## config.mk

```make
export PLATFORM = sky130hd
export DESIGN_NAME = kgls_top
export DESIGN_NICKNAME = d
export VERILOG_FILES = /design/src/verilog/kgls_top.v /design/src/verilog/kgls_sync.v
export VERILOG_INCLUDE_DIRS = /design/src /design/src/verilog
export SDC_FILE = /design/constraint.sdc
export NUM_CORES = 1
export LEC_CHECK = 0
export ABC_AREA = 1
export BUFFER_PORTS_ARGS = -buffer_cell sky130_fd_sc_hd__buf_2
export CORE_UTILIZATION = 31
export CTS_CLUSTER_DIAMETER = 60
export DETAILED_ROUTE_END_ITERATION = 16
export GPL_ROUTABILITY_DRIVEN = 1
export GPL_TIMING_DRIVEN = 1
export PLACE_DENSITY = 0.51
export SYNTH_ARGS = -nofsm -noshare
export SYNTH_HDL_FRONTEND = slang
export SYNTH_SLANG_ARGS = --single-unit
export TNS_END_PERCENT = 20
```

## constraint.sdc

```tcl
create_clock -name clk_sys -period 1.7 [get_ports clk_sys]
set_input_delay 0.17 -clock clk_sys [delete_from_list [all_inputs] [get_ports clk_sys]]
set_output_delay 0.17 -clock clk_sys [all_outputs]
set_load 0.02 [all_outputs]
```

## src/verilog/kgls_defines.vh

```
// constants for the keypad gpio output and level-translator block
`ifndef KGLS_DEFINES_VH
`define KGLS_DEFINES_VH

// =====================================================
// register offsets
`define KGLS_OFS_ROW_DIR 8'h34
`define KGLS_OFS_COL_DIR 8'h35
`define KGLS_OFS_ROW_MODE 8'h36
`define KGLS_OFS_COL_MODE 8'h37
`define KGLS_OFS_ROW_SUPPLY 8'h38
`define KGLS_OFS_COL_SUPPLY 8'h39
`define KGLS_OFS_ROW_VAL 8'h3A
`define KGLS_OFS_COL_VAL 8'h3B
`define KGLS_OFS_PAIR_EN 8'h3C
`define KGLS_OFS_GLOBAL 8'h40

// =====================================================
// power-on values
`define KGLS_RST_DIR 8'h00
`define KGLS_RST_ROW_MODE 8'hFF
`define KGLS_RST_COL_MODE 8'h0F
`define KGLS_RST_SUPPLY 8'h00
`define KGLS_RST_VAL 8'hFF
`define KGLS_RST_PAIR_EN 8'h00
`define KGLS_RST_GLOBAL 8'h00

// =====================================================
// field layout
`define KGLS_COL_MODE_MASK 8'h0F
`define KGLS_GLOBAL_RST_BIT 3
`define KGLS_GLOBAL_KEEP_MASK 8'h37
`define KGLS_READ_NONE 8'h00
`define KGLS_PIN_IDLE 8'h00
`define KGLS_PINS 8

`endif

```

## src/verilog/kgls_top.v

```verilog
// keypad row/column gpio outputs, supply select and level translators
`include "kgls_defines.vh"

module kgls_top (
	input wire clk_sys,
	input wire nrst,
	input wire ce,
	input wire [7:0] reg_addr,
	input wire [7:0] reg_wdata,
	input wire reg_wr,
	input wire reg_rd,
	output reg [7:0] reg_rdata_q,
	input wire [7:0] row_in,
	output reg [7:0] row_out_q,
	output reg [7:0] row_oe_q,
	input wire [7:0] col_in,
	output reg [7:0] col_out_q,
	output reg [7:0] col_oe_q,
	output reg [7:0] row_alternate_logic_supply_q,
	output reg [7:0] col_alternate_logic_supply_q
);

	// =====================================================
	// register state
	reg [7:0] row_dir_q;
	reg [7:0] col_dir_q;
	reg [7:0] row_mode_q;
	reg [7:0] col_mode_q;
	reg [7:0] row_supply_select_q;
	reg [7:0] column_supply_select_q;
	reg [7:0] row_output_values_q;
	reg [7:0] column_output_values_q;
	reg [7:0] translator_pair_enable_q;
	reg [7:0] global_q;

	wire [7:0] row_sync;
	wire [7:0] col_sync;

	reg [7:0] row_out_d;
	reg [7:0] row_oe_d;
	reg [7:0] col_out_d;
	reg [7:0] col_oe_d;
	reg [7:0] rdata_d;
	reg [1:0] drv;
	integer n;

	wire gpio_reset_req;

	// =====================================================
	// pin drive: {out, oe} for a value and push-pull flag
	function [1:0] pin_drive;
		input value;
		input push_pull;
		begin
			if (push_pull) begin
				pin_drive = {value, 1'b1};
			end else begin
				pin_drive = {1'b0, ~value};
			end
		end
	endfunction

	// =====================================================
	// input synchronisers
	kgls_sync #(
		.WIDTH(`KGLS_PINS)
	) u_row_sync (
		.clk_sys(clk_sys),
		.nrst(nrst),
		.ce(ce),
		.pin_async(row_in),
		.pin_sync_q(row_sync)
	);

	kgls_sync #(
		.WIDTH(`KGLS_PINS)
	) u_col_sync (
		.clk_sys(clk_sys),
		.nrst(nrst),
		.ce(ce),
		.pin_async(col_in),
		.pin_sync_q(col_sync)
	);

	// =====================================================
	// register writes
	assign gpio_reset_req = reg_wr && (reg_addr == `KGLS_OFS_GLOBAL) &&
		reg_wdata[`KGLS_GLOBAL_RST_BIT];

	always @(posedge clk_sys or negedge nrst) begin
		if (!nrst) begin
			row_dir_q <= `KGLS_RST_DIR;
			col_dir_q <= `KGLS_RST_DIR;
			row_mode_q <= `KGLS_RST_ROW_MODE;
			col_mode_q <= `KGLS_RST_COL_MODE;
			row_supply_select_q <= `KGLS_RST_SUPPLY;
			column_supply_select_q <= `KGLS_RST_SUPPLY;
			row_output_values_q <= `KGLS_RST_VAL;
			column_output_values_q <= `KGLS_RST_VAL;
			translator_pair_enable_q <= `KGLS_RST_PAIR_EN;
			global_q <= `KGLS_RST_GLOBAL;
		end else if (ce) begin
			if (gpio_reset_req) begin
				// restore power-on values; reset bit never stored
				row_dir_q <= `KGLS_RST_DIR;
				col_dir_q <= `KGLS_RST_DIR;
				row_mode_q <= `KGLS_RST_ROW_MODE;
				col_mode_q <= `KGLS_RST_COL_MODE;
				row_supply_select_q <= `KGLS_RST_SUPPLY;
				column_supply_select_q <= `KGLS_RST_SUPPLY;
				row_output_values_q <= `KGLS_RST_VAL;
				column_output_values_q <= `KGLS_RST_VAL;
				translator_pair_enable_q <= `KGLS_RST_PAIR_EN;
				global_q <= `KGLS_RST_GLOBAL;
			end else if (reg_wr) begin
				case (reg_addr)
					`KGLS_OFS_ROW_DIR: row_dir_q <= reg_wdata;
					`KGLS_OFS_COL_DIR: col_dir_q <= reg_wdata;
					`KGLS_OFS_ROW_MODE: row_mode_q <= reg_wdata;
					`KGLS_OFS_COL_MODE: begin
						col_mode_q <= reg_wdata & `KGLS_COL_MODE_MASK;
					end
					`KGLS_OFS_ROW_SUPPLY: row_supply_select_q <= reg_wdata;
					`KGLS_OFS_COL_SUPPLY: column_supply_select_q <= reg_wdata;
					`KGLS_OFS_ROW_VAL: row_output_values_q <= reg_wdata;
					`KGLS_OFS_COL_VAL: column_output_values_q <= reg_wdata;
					`KGLS_OFS_PAIR_EN: translator_pair_enable_q <= reg_wdata;
					`KGLS_OFS_GLOBAL: global_q <= reg_wdata & `KGLS_GLOBAL_KEEP_MASK;
					default: begin
					end
				endcase
			end
		end
	end

	// =====================================================
	// read mux
	always @* begin
		case (reg_addr)
			`KGLS_OFS_ROW_DIR: rdata_d = row_dir_q;
			`KGLS_OFS_COL_DIR: rdata_d = col_dir_q;
			`KGLS_OFS_ROW_MODE: rdata_d = row_mode_q;
			`KGLS_OFS_COL_MODE: rdata_d = col_mode_q;
			`KGLS_OFS_ROW_SUPPLY: rdata_d = row_supply_select_q;
			`KGLS_OFS_COL_SUPPLY: rdata_d = column_supply_select_q;
			`KGLS_OFS_ROW_VAL: rdata_d = row_output_values_q;
			`KGLS_OFS_COL_VAL: rdata_d = column_output_values_q;
			`KGLS_OFS_PAIR_EN: rdata_d = translator_pair_enable_q;
			`KGLS_OFS_GLOBAL: rdata_d = global_q;
			default: rdata_d = `KGLS_READ_NONE;
		endcase
	end

	// =====================================================
	// pin drive per channel
	always @* begin
		row_out_d = `KGLS_PIN_IDLE;
		row_oe_d = `KGLS_PIN_IDLE;
		col_out_d = `KGLS_PIN_IDLE;
		col_oe_d = `KGLS_PIN_IDLE;
		drv = 2'b00;
		for (n = 0; n < `KGLS_PINS; n = n + 1) begin
			if (translator_pair_enable_q[n]) begin
				if (col_dir_q[n]) begin
					// row in, column out
					drv = pin_drive(row_sync[n], col_mode_q[n]);
					col_out_d[n] = drv[1];
					col_oe_d[n] = drv[0];
				end else begin
					// column in, row out
					drv = pin_drive(col_sync[n], row_mode_q[n]);
					row_out_d[n] = drv[1];
					row_oe_d[n] = drv[0];
				end
			end else begin
				if (row_dir_q[n]) begin
					drv = pin_drive(row_output_values_q[n], row_mode_q[n]);
					row_out_d[n] = drv[1];
					row_oe_d[n] = drv[0];
				end
				if (col_dir_q[n]) begin
					// upper columns have mode bit held at zero
					drv = pin_drive(column_output_values_q[n], col_mode_q[n]);
					col_out_d[n] = drv[1];
					col_oe_d[n] = drv[0];
				end
			end
		end
	end

	// =====================================================
	// output flops
	always @(posedge clk_sys or negedge nrst) begin
		if (!nrst) begin
			reg_rdata_q <= `KGLS_READ_NONE;
			row_out_q <= `KGLS_PIN_IDLE;
			row_oe_q <= `KGLS_PIN_IDLE;
			col_out_q <= `KGLS_PIN_IDLE;
			col_oe_q <= `KGLS_PIN_IDLE;
			row_alternate_logic_supply_q <= `KGLS_RST_SUPPLY;
			col_alternate_logic_supply_q <= `KGLS_RST_SUPPLY;
		end else if (ce) begin
			if (reg_rd) begin
				reg_rdata_q <= rdata_d;
			end
			row_out_q <= row_out_d;
			row_oe_q <= row_oe_d;
			col_out_q <= col_out_d;
			col_oe_q <= col_oe_d;
			row_alternate_logic_supply_q <= row_supply_select_q;
			col_alternate_logic_supply_q <= column_supply_select_q;
		end
	end

endmodule

```

## src/verilog/kgls_sync.v

```verilog
// two-stage synchroniser for a group of pin inputs
module kgls_sync #(
	parameter WIDTH = 8
) (
	input wire clk_sys,
	input wire nrst,
	input wire ce,
	input wire [WIDTH-1:0] pin_async,
	output reg [WIDTH-1:0] pin_sync_q
);

	reg [WIDTH-1:0] meta_q;

	// =====================================================
	// two flops, first read only by the second
	always @(posedge clk_sys or negedge nrst) begin
		if (!nrst) begin
			meta_q <= {WIDTH{1'b0}};
			pin_sync_q <= {WIDTH{1'b0}};
		end else if (ce) begin
			meta_q <= pin_async;
			pin_sync_q <= meta_q;
		end
	end

endmodule

```

==> results by group, run 1 <==
STA
  • Final Skew: 0.0143 ns
  • FMAX: 0.838 GHz
  • Tmin final: 1.19 ns
  • RSZ-0062 raised after global routing: no
  • Setup tns final: 0 ns
  • Setup violators final: 0
  • Final period utilization: 0.702
  • Fin. Hold Viols: 0
  • Slew Viols, Final: 0
  • Hold_ws: 0.0959 ns

Layout
  • Antenna cells: 0
  • Area delta synth->final: 22.8%
  • # nets final: 1035
  • Register Area: 0.00396 mm^2
  • Fraction of layout cells with a size suffix above 1: 0.222
  • Fillers: 2375
  • Footprint of the multi-input gates: 0.00289 mm^2
  • Final core utilization: 0.393

Setup path
  • CP max stage cell: dfstp_2
  • CP endpoint kind: flop
  • CP cell instances: inv_1, a211oi_1, nor2_1, a21oi_1
  • Worst path bufs/invs: 1
  • Arr. time, crit path: 1.55 ns
  • Maximum fanout along the worst path: 5
  • CP Data Required Time: 2.06 ns
  • Largest stage delay, worst path: 0.57 ns
  • Crit start category: flop
  • Cell family with most CP delay: flip-flops
  • Critical path class: reg2reg

Synth
  • Syn Area/Cell: 8.27 um^2
  • Commonest cells in the netlist: nand2_1 (298), dfrtp_1 (129), nand3_1 (87), o21ai_0 (61), inv_1 (57)
  • Post-synthesis cell area: 0.00732 mm^2
  • Top-count cell post-synth: nand2_1
  • Distinct cells, synth: 30
  • Synth top area share: 0.441
  • EDFF count, synth: 0
  • YS warnings: 0
  • Flop and latch count out of synthesis: 157
  • Post-synth top area cell: dfrtp_1
  • Post-synthesis instance total: 885
  • Register area share after synthesis: 0.541
  • Synth area leaders: dfrtp_1 (44%), nand2_1 (15%), dfstp_2 (10%)
  • Post-synth top flop: dfrtp_1
  • FFs w/ async S/R, synth: 1.00

Floorplanning
  • Die Wd: 156 um
  • Total Die Area: 0.0242 mm^2
  • Core ar.: 0.0229 mm^2
  • Rows: 55
  • Ports: 93
  • Starting Density: 0.320
  • Die H: 156 um

Clocking
  • CTS sink count: 157
  • Post-cts sizing count: 0
  • TritonCTS clock tree: done
  • H-tree levels: 4
  • Clock root cell: clkbuf_16
  • Clock Tree Buf Depth: 2
  • Num CTS Buffers: 17
  • Clk pin slew, worst setup/hold paths: 0.06 ns
  • Clk Latency, worst-skew pair: 0.43 ns

Drt
  • DRT Pass-1 Iters: 5
  • Initial DRC Count: 355
  • DRC viols: 0
  • Average wire per standard cell: 15.6 um
  • Vias: 6196
  • Vias/cell: 4.68
  • Final ANT Viol Nets: 0
  • Final WL: 20600 um

Outcome
  • Outcome: complete, no violations

Global route
  • Grt ovf: 0
  • GR Util All Layers: 0.180
  • Initial antenna violation count: 0
  • Number of global-route vias before repair: 6098
  • Largest net degree at the start of global routing: 80
  • First-pass GRT wire length: 33100 um

Placed design
  • RePlAce Congestion: 0.850
  • Port bufs: 88
  • HPWL after DPL: 15100 um

Power and ir drop
  • Lkg Pwr: 4.43 nW
  • VDD IR-drop max: 0.475 mV
  • Final Power: 8.86 mW
  • Pwr Density: 985 mW/mm^2

Job
  • Max Cap Viol: 0

Worst hold path
  • Worst Hold Class: in2reg
-- logic make-up after synthesis --
logic type | Yosys count | share of synthesized area
buffers and inverters | 106 | 0.0663
multiplexers | 3 | 0.00410
AND/OR/NAND/NOR | 458 | 0.266
other | 1 | 0.000512
flip-flops | 157 | 0.541
AO/OA/AOI/OAI | 160 | 0.122
-- per-layer routing --
metal,part of all wire,GRT usage
met5,0,0
met1,0.45,0.227
met2,0.51,0.317
met3,0.031,0.0294
met4,0.0087,0.0490
-- area by class of cell --
class	count	share of cell area
clock buffers	19	0.0481
clock inverters	13	0.0211
inverters	67	0.0281
flip-flops and latches	157	0.441
well taps	313	0.0435
multi-input cells	625	0.321
repair buffers	130	0.0978
-- report_power, final --
part | total, mW | internal [mW] | switching [mW]
combinational | 0.727 | 0.240 | 0.486
sequential | 4.05 | 3.93 | 0.124
clock | 4.08 | 2.47 | 1.60
-- cell usage in the layout (no fill, tap or decap), types with 16 or more instances in the layout --
| cell type | count |
|---|---|
| o21ai_2 | 16 |
| nor2_1 | 44 |
| nand2_1 | 298 |
| o21ai_1 | 52 |
| clkbuf_16 | 17 |
| o21ai_0 | 61 |
| buf_2 | 87 |
| buf_4 | 19 |
| nand3_1 | 87 |
| a21oi_1 | 18 |
| dlygate4sd3_1 | 17 |
| inv_1 | 57 |
| dfstp_2 | 28 |
| dfrtp_1 | 129 |
-- what timing repair did --
item	in CTS	in global routing
setup buffers	0	0
hold buffers	17	0
endpoints found under the hold margin	125	0
-- worst min-delay path, delay by kind of cell --
| kind | cells | cell delay (ns) |
|---|---|---|
| buffers and inverters | 3 | 0.23 |
| AOI/OAI and AO/OA | 1 | 0.07 |
| and+or+nand+nor | 1 | 0.05 |
-- stage by stage --
stage               worst slack [ns]  instance area (um^2)  cells
floorplan                      0.420                  7330    888
global placement               0.172                  8200   1275
detailed placement             0.126                  8200   1275
CTS                            0.500                  9000   1324
global route                   0.435                  9000   1324
finish                         0.506                  9000   1324
-- path summary, 6_finish.rpt --
path	startpoint	to	slack [ns]	depth (start not counted)
max	row_mode_q[0]$_DFFE_PN1P_	row_oe_q[0]$_DFFE_PN0P_	0.51	4
min	reg_wdata[6]	row_mode_q[6]$_DFFE_PN1P_	0.1	5
max reg2reg	row_mode_q[0]$_DFFE_PN1P_	row_oe_q[0]$_DFFE_PN0P_	0.51	4
min reg2reg	col_alternate_logic_supply_q[1]$_DFFE_PN0P_	col_alternate_logic_supply_q[1]$_DFFE_PN0P_	0.46	2
max in group asynchronous	nrst	column_output_values_q[1]$_DFFE_PN1P_	0.89	3
min in group asynchronous	nrst	row_alternate_logic_supply_q[6]$_DFFE_PN0P_	0.19	2
Note: power is estimated with default switching activity, not from simulation.
==> run 2, diff against run 1 <==
Clock period 1.7 ns to 1.2 ns, I/O delays scaled along.
==> results by group, run 2 (synthesized netlist as in run 1, its figures left out) <==
Power and ir drop
  • Sw Ratio: 0.271 (+0.0213)
  • Pwr Density: 1340 mW/mm^2 (+36%)
  • Switching power: 3.40 mW (+54%)
  • Clock network fraction of total power: 0.455 (-0.005)
  • Int Power: 9.14 mW (+38%)
  • Lkg Pwr: 4.64 nW (+4.9%)
  • Seq pwr share: 0.458 (about the same)
  • Combinational share of power: 0.087 (+0.005)
  • VDD IR-drop max: 0.823 mV (+73%)

STA
  • Setup violators final: 0 (unchanged)
  • Tmin final: 1.15 ns
  • FMAX: 0.873 GHz
  • Setup tns final: 0 ns (unchanged)
  • Final Skew: 0.0104 ns (-0.00393 ns)
  • Fin. Hold Viols: 0 (unchanged)
  • Slew Viols, Final: 0 (unchanged)
  • RSZ-0062 raised after global routing: no
  • Final period utilization: 0.955

Layout
  • Post-route cell area: 0.00937 mm^2 (+4.1%)
  • Commonest non-fill, non-tap cells in the layout: nand2_1 (291), dfrtp_1 (129), nand3_1 (87), buf_2 (87)
  • Commonest non-fill, non-tap cell in the layout: nand2_1
  • Area delta synth->final: 27.9%
  • # nets final: 1071 (+3.5%)
  • Fillers: 2331 (-1.9%)
  • Fraction of layout cells with a size suffix above 1: 0.258 (+0.0363)
  • Antenna cells: 0 (unchanged)
  • Final core utilization: 0.409 (+0.0162)

Worst hold path
  • Worst Hold Class: in2reg

Floorplanning
  • Core ar.: 0.0229 mm^2 (unchanged)
  • Starting Density: 0.320 (unchanged)
  • Rows: 55 (unchanged)
  • Total Die Area: 0.0242 mm^2 (unchanged)
  • Ports: 93 (unchanged)
  • Die Wd: 156 um (unchanged)
  • Die H: 156 um (unchanged)

Clocking
  • Clock Tree Buf Depth: 2 (unchanged)
  • Clock root cell: clkbuf_16
  • TritonCTS clock tree: done
  • Num CTS Buffers: 17 (unchanged)
  • Clk Latency, worst-skew pair: 0.44 ns (about the same)
  • CTS sink count: 157 (unchanged)
  • Clk pin slew, worst setup/hold paths: 0.07 ns (about the same)
  • Post-CTS Setup Inserts: 0 (unchanged)
  • H-tree levels: 4 (unchanged)

Drt
  • Initial DRC Count: 335 (-5.6%)
  • DRT Pass-1 Iters: 7 (+2)
  • Vias: 6313 (+1.9%)
  • Final ANT Viol Nets: 0 (unchanged)
  • Vias/cell: 4.64 (-0.81%)
  • Average wire per standard cell: 15.4 um (-1.2%)
  • Final WL: 20900 um (+1.5%)
  • DRC viols: 0 (unchanged)

Global route
  • Initial antenna violation count: 0 (unchanged)
  • Number of global-route vias before repair: 6073 (-0.41%)
  • Grt ovf: 0 (unchanged)
  • Largest net degree at the start of global routing: 52 (-35%)
  • First-pass GRT wire length: 33200 um (+0.37%)
  • GR Util All Layers: 0.181 (+0.000690)

Setup path
  • CP endpoint kind: output pin
  • Worst R2R End: row_oe_q[7]$_DFFE_PN0P_
  • CP max stage cell: dfrtp_1
  • Crit path to: row_out_q[5]
  • Worst path bufs/invs: 1 (unchanged)
  • CP Data Required Time: 1.08 ns (-0.98 ns)
  • Worst setup path start: row_out_q[5]$_DFFE_PN0P_
  • Reg2reg setup slack: 0.08 ns (-0.43 ns)
  • Largest stage delay, worst path: 0.42 ns (-0.15 ns)
  • Crit Reg-Reg Startpoint: row_output_values_q[7]$_DFFE_PN1P_
  • Maximum fanout along the worst path: 2 (-3)
  • Crit start category: flop
  • CP cell instances: buf_2
  • Reg2reg path depth: 4 (unchanged)
  • Cell family with most CP delay: flip-flops
  • Levels on crit path: 1 (-3)
  • Critical path class: reg2out
  • Arr. time, crit path: 1.03 ns (-0.52 ns)

Placed design
  • HPWL after DPL: 15600 um (+3.7%)
  • Cell Area, Placed: 0.00857 mm^2 (+4.4%)
  • Port bufs: 88 (unchanged)
  • RePlAce Congestion: 0.847 (-0.29%)

Job
  • Max Cap Viol: 0 (unchanged)

Outcome
  • Outcome: complete, no violations
-- run 2: changes by cell type in the layout (fill, tap and decap cells not counted), moves of 4 or more --
cell	previous run	this run
nand2_1	298	291
buf_4	19	49
o21ai_1	52	56
o21ai_0	61	57
buf_12	6	12
nand2_2	14	21
-- run 2: power by group through the flow --
stage               logic, mW  registers (mW)  clock network, mW
floorplan               0.517            5.84                  0
global route             1.24            5.77               6.03
finish                   1.09            5.74               5.71
detailed placement       1.07            5.84                  0
global placement         1.07            5.84                  0
CTS                      1.12            5.75               5.81
-- run 2: per-stage QoR --
step	total power [mW]	cells	hold slack, ns	setup WS, ns
3_5_place_dp	6.91	1311	0.0260	-0.220
5_1_grt	13.0	1360	0.0581	0.00444
3_3_place_gp	6.90	1311	0.0239	-0.217
4_1_cts	12.7	1360	0.0366	0.0407
6_report	12.5	1360	0.0409	0.0546
2_1_floorplan	6.36	888	-0.176	-0.00580
-- run 2: repair_timing --
action	in CTS	in global routing
setup endpoints to repair	0	4
hold endpoints to repair	156	0
hold buffers	17	0
gates resized for setup	0	5
-- run 2: layer usage --
| metal | wire length (um) | global-route usage | vias to the layer above | part of all wire |
|---|---|---|---|---|
| met2 | 10500 | 0.311 | 89 | 0.50 |
| li1 | - | - | 3167 | - |
| met3 | 532 | 0.0261 | 20 | 0.025 |
| met4 | 230 | 0.0537 | 0 | 0.011 |
| met1 | 9660 | 0.235 | 3037 | 0.46 |
| met5 | 0 | 0 | - | 0 |
-- run 2: how the worst min path moves through the flow --
stage / startpoint / to / slack [ns] / depth (start not counted)
detailed placement: nrst / col_alternate_logic_supply_q[6]$_DFFE_PN0P_ / 0.03 / 1
finish: reg_wdata[5] / row_output_values_q[5]$_DFFE_PN1P_ / 0.04 / 5
floorplan: nrst / col_alternate_logic_supply_q[0]$_DFFE_PN0P_ / -0.18 / 0
CTS: reg_wdata[5] / row_output_values_q[5]$_DFFE_PN1P_ / 0.04 / 5
global placement: nrst / col_alternate_logic_supply_q[6]$_DFFE_PN0P_ / 0.02 / 1
global route: reg_wdata[5] / column_output_values_q[5]$_DFFE_PN1P_ / 0.06 / 5
-- run 2: final cells by class --
class,count,area [um^2],share of cell area
flip-flops and latches,157,3960,0.423
inverters,67,253,0.0270
clock buffers,17,425,0.0454
multi-input cells,625,2910,0.310
repair buffers,166,1220,0.131
well taps,313,392,0.0418
clock inverters,15,200,0.0214
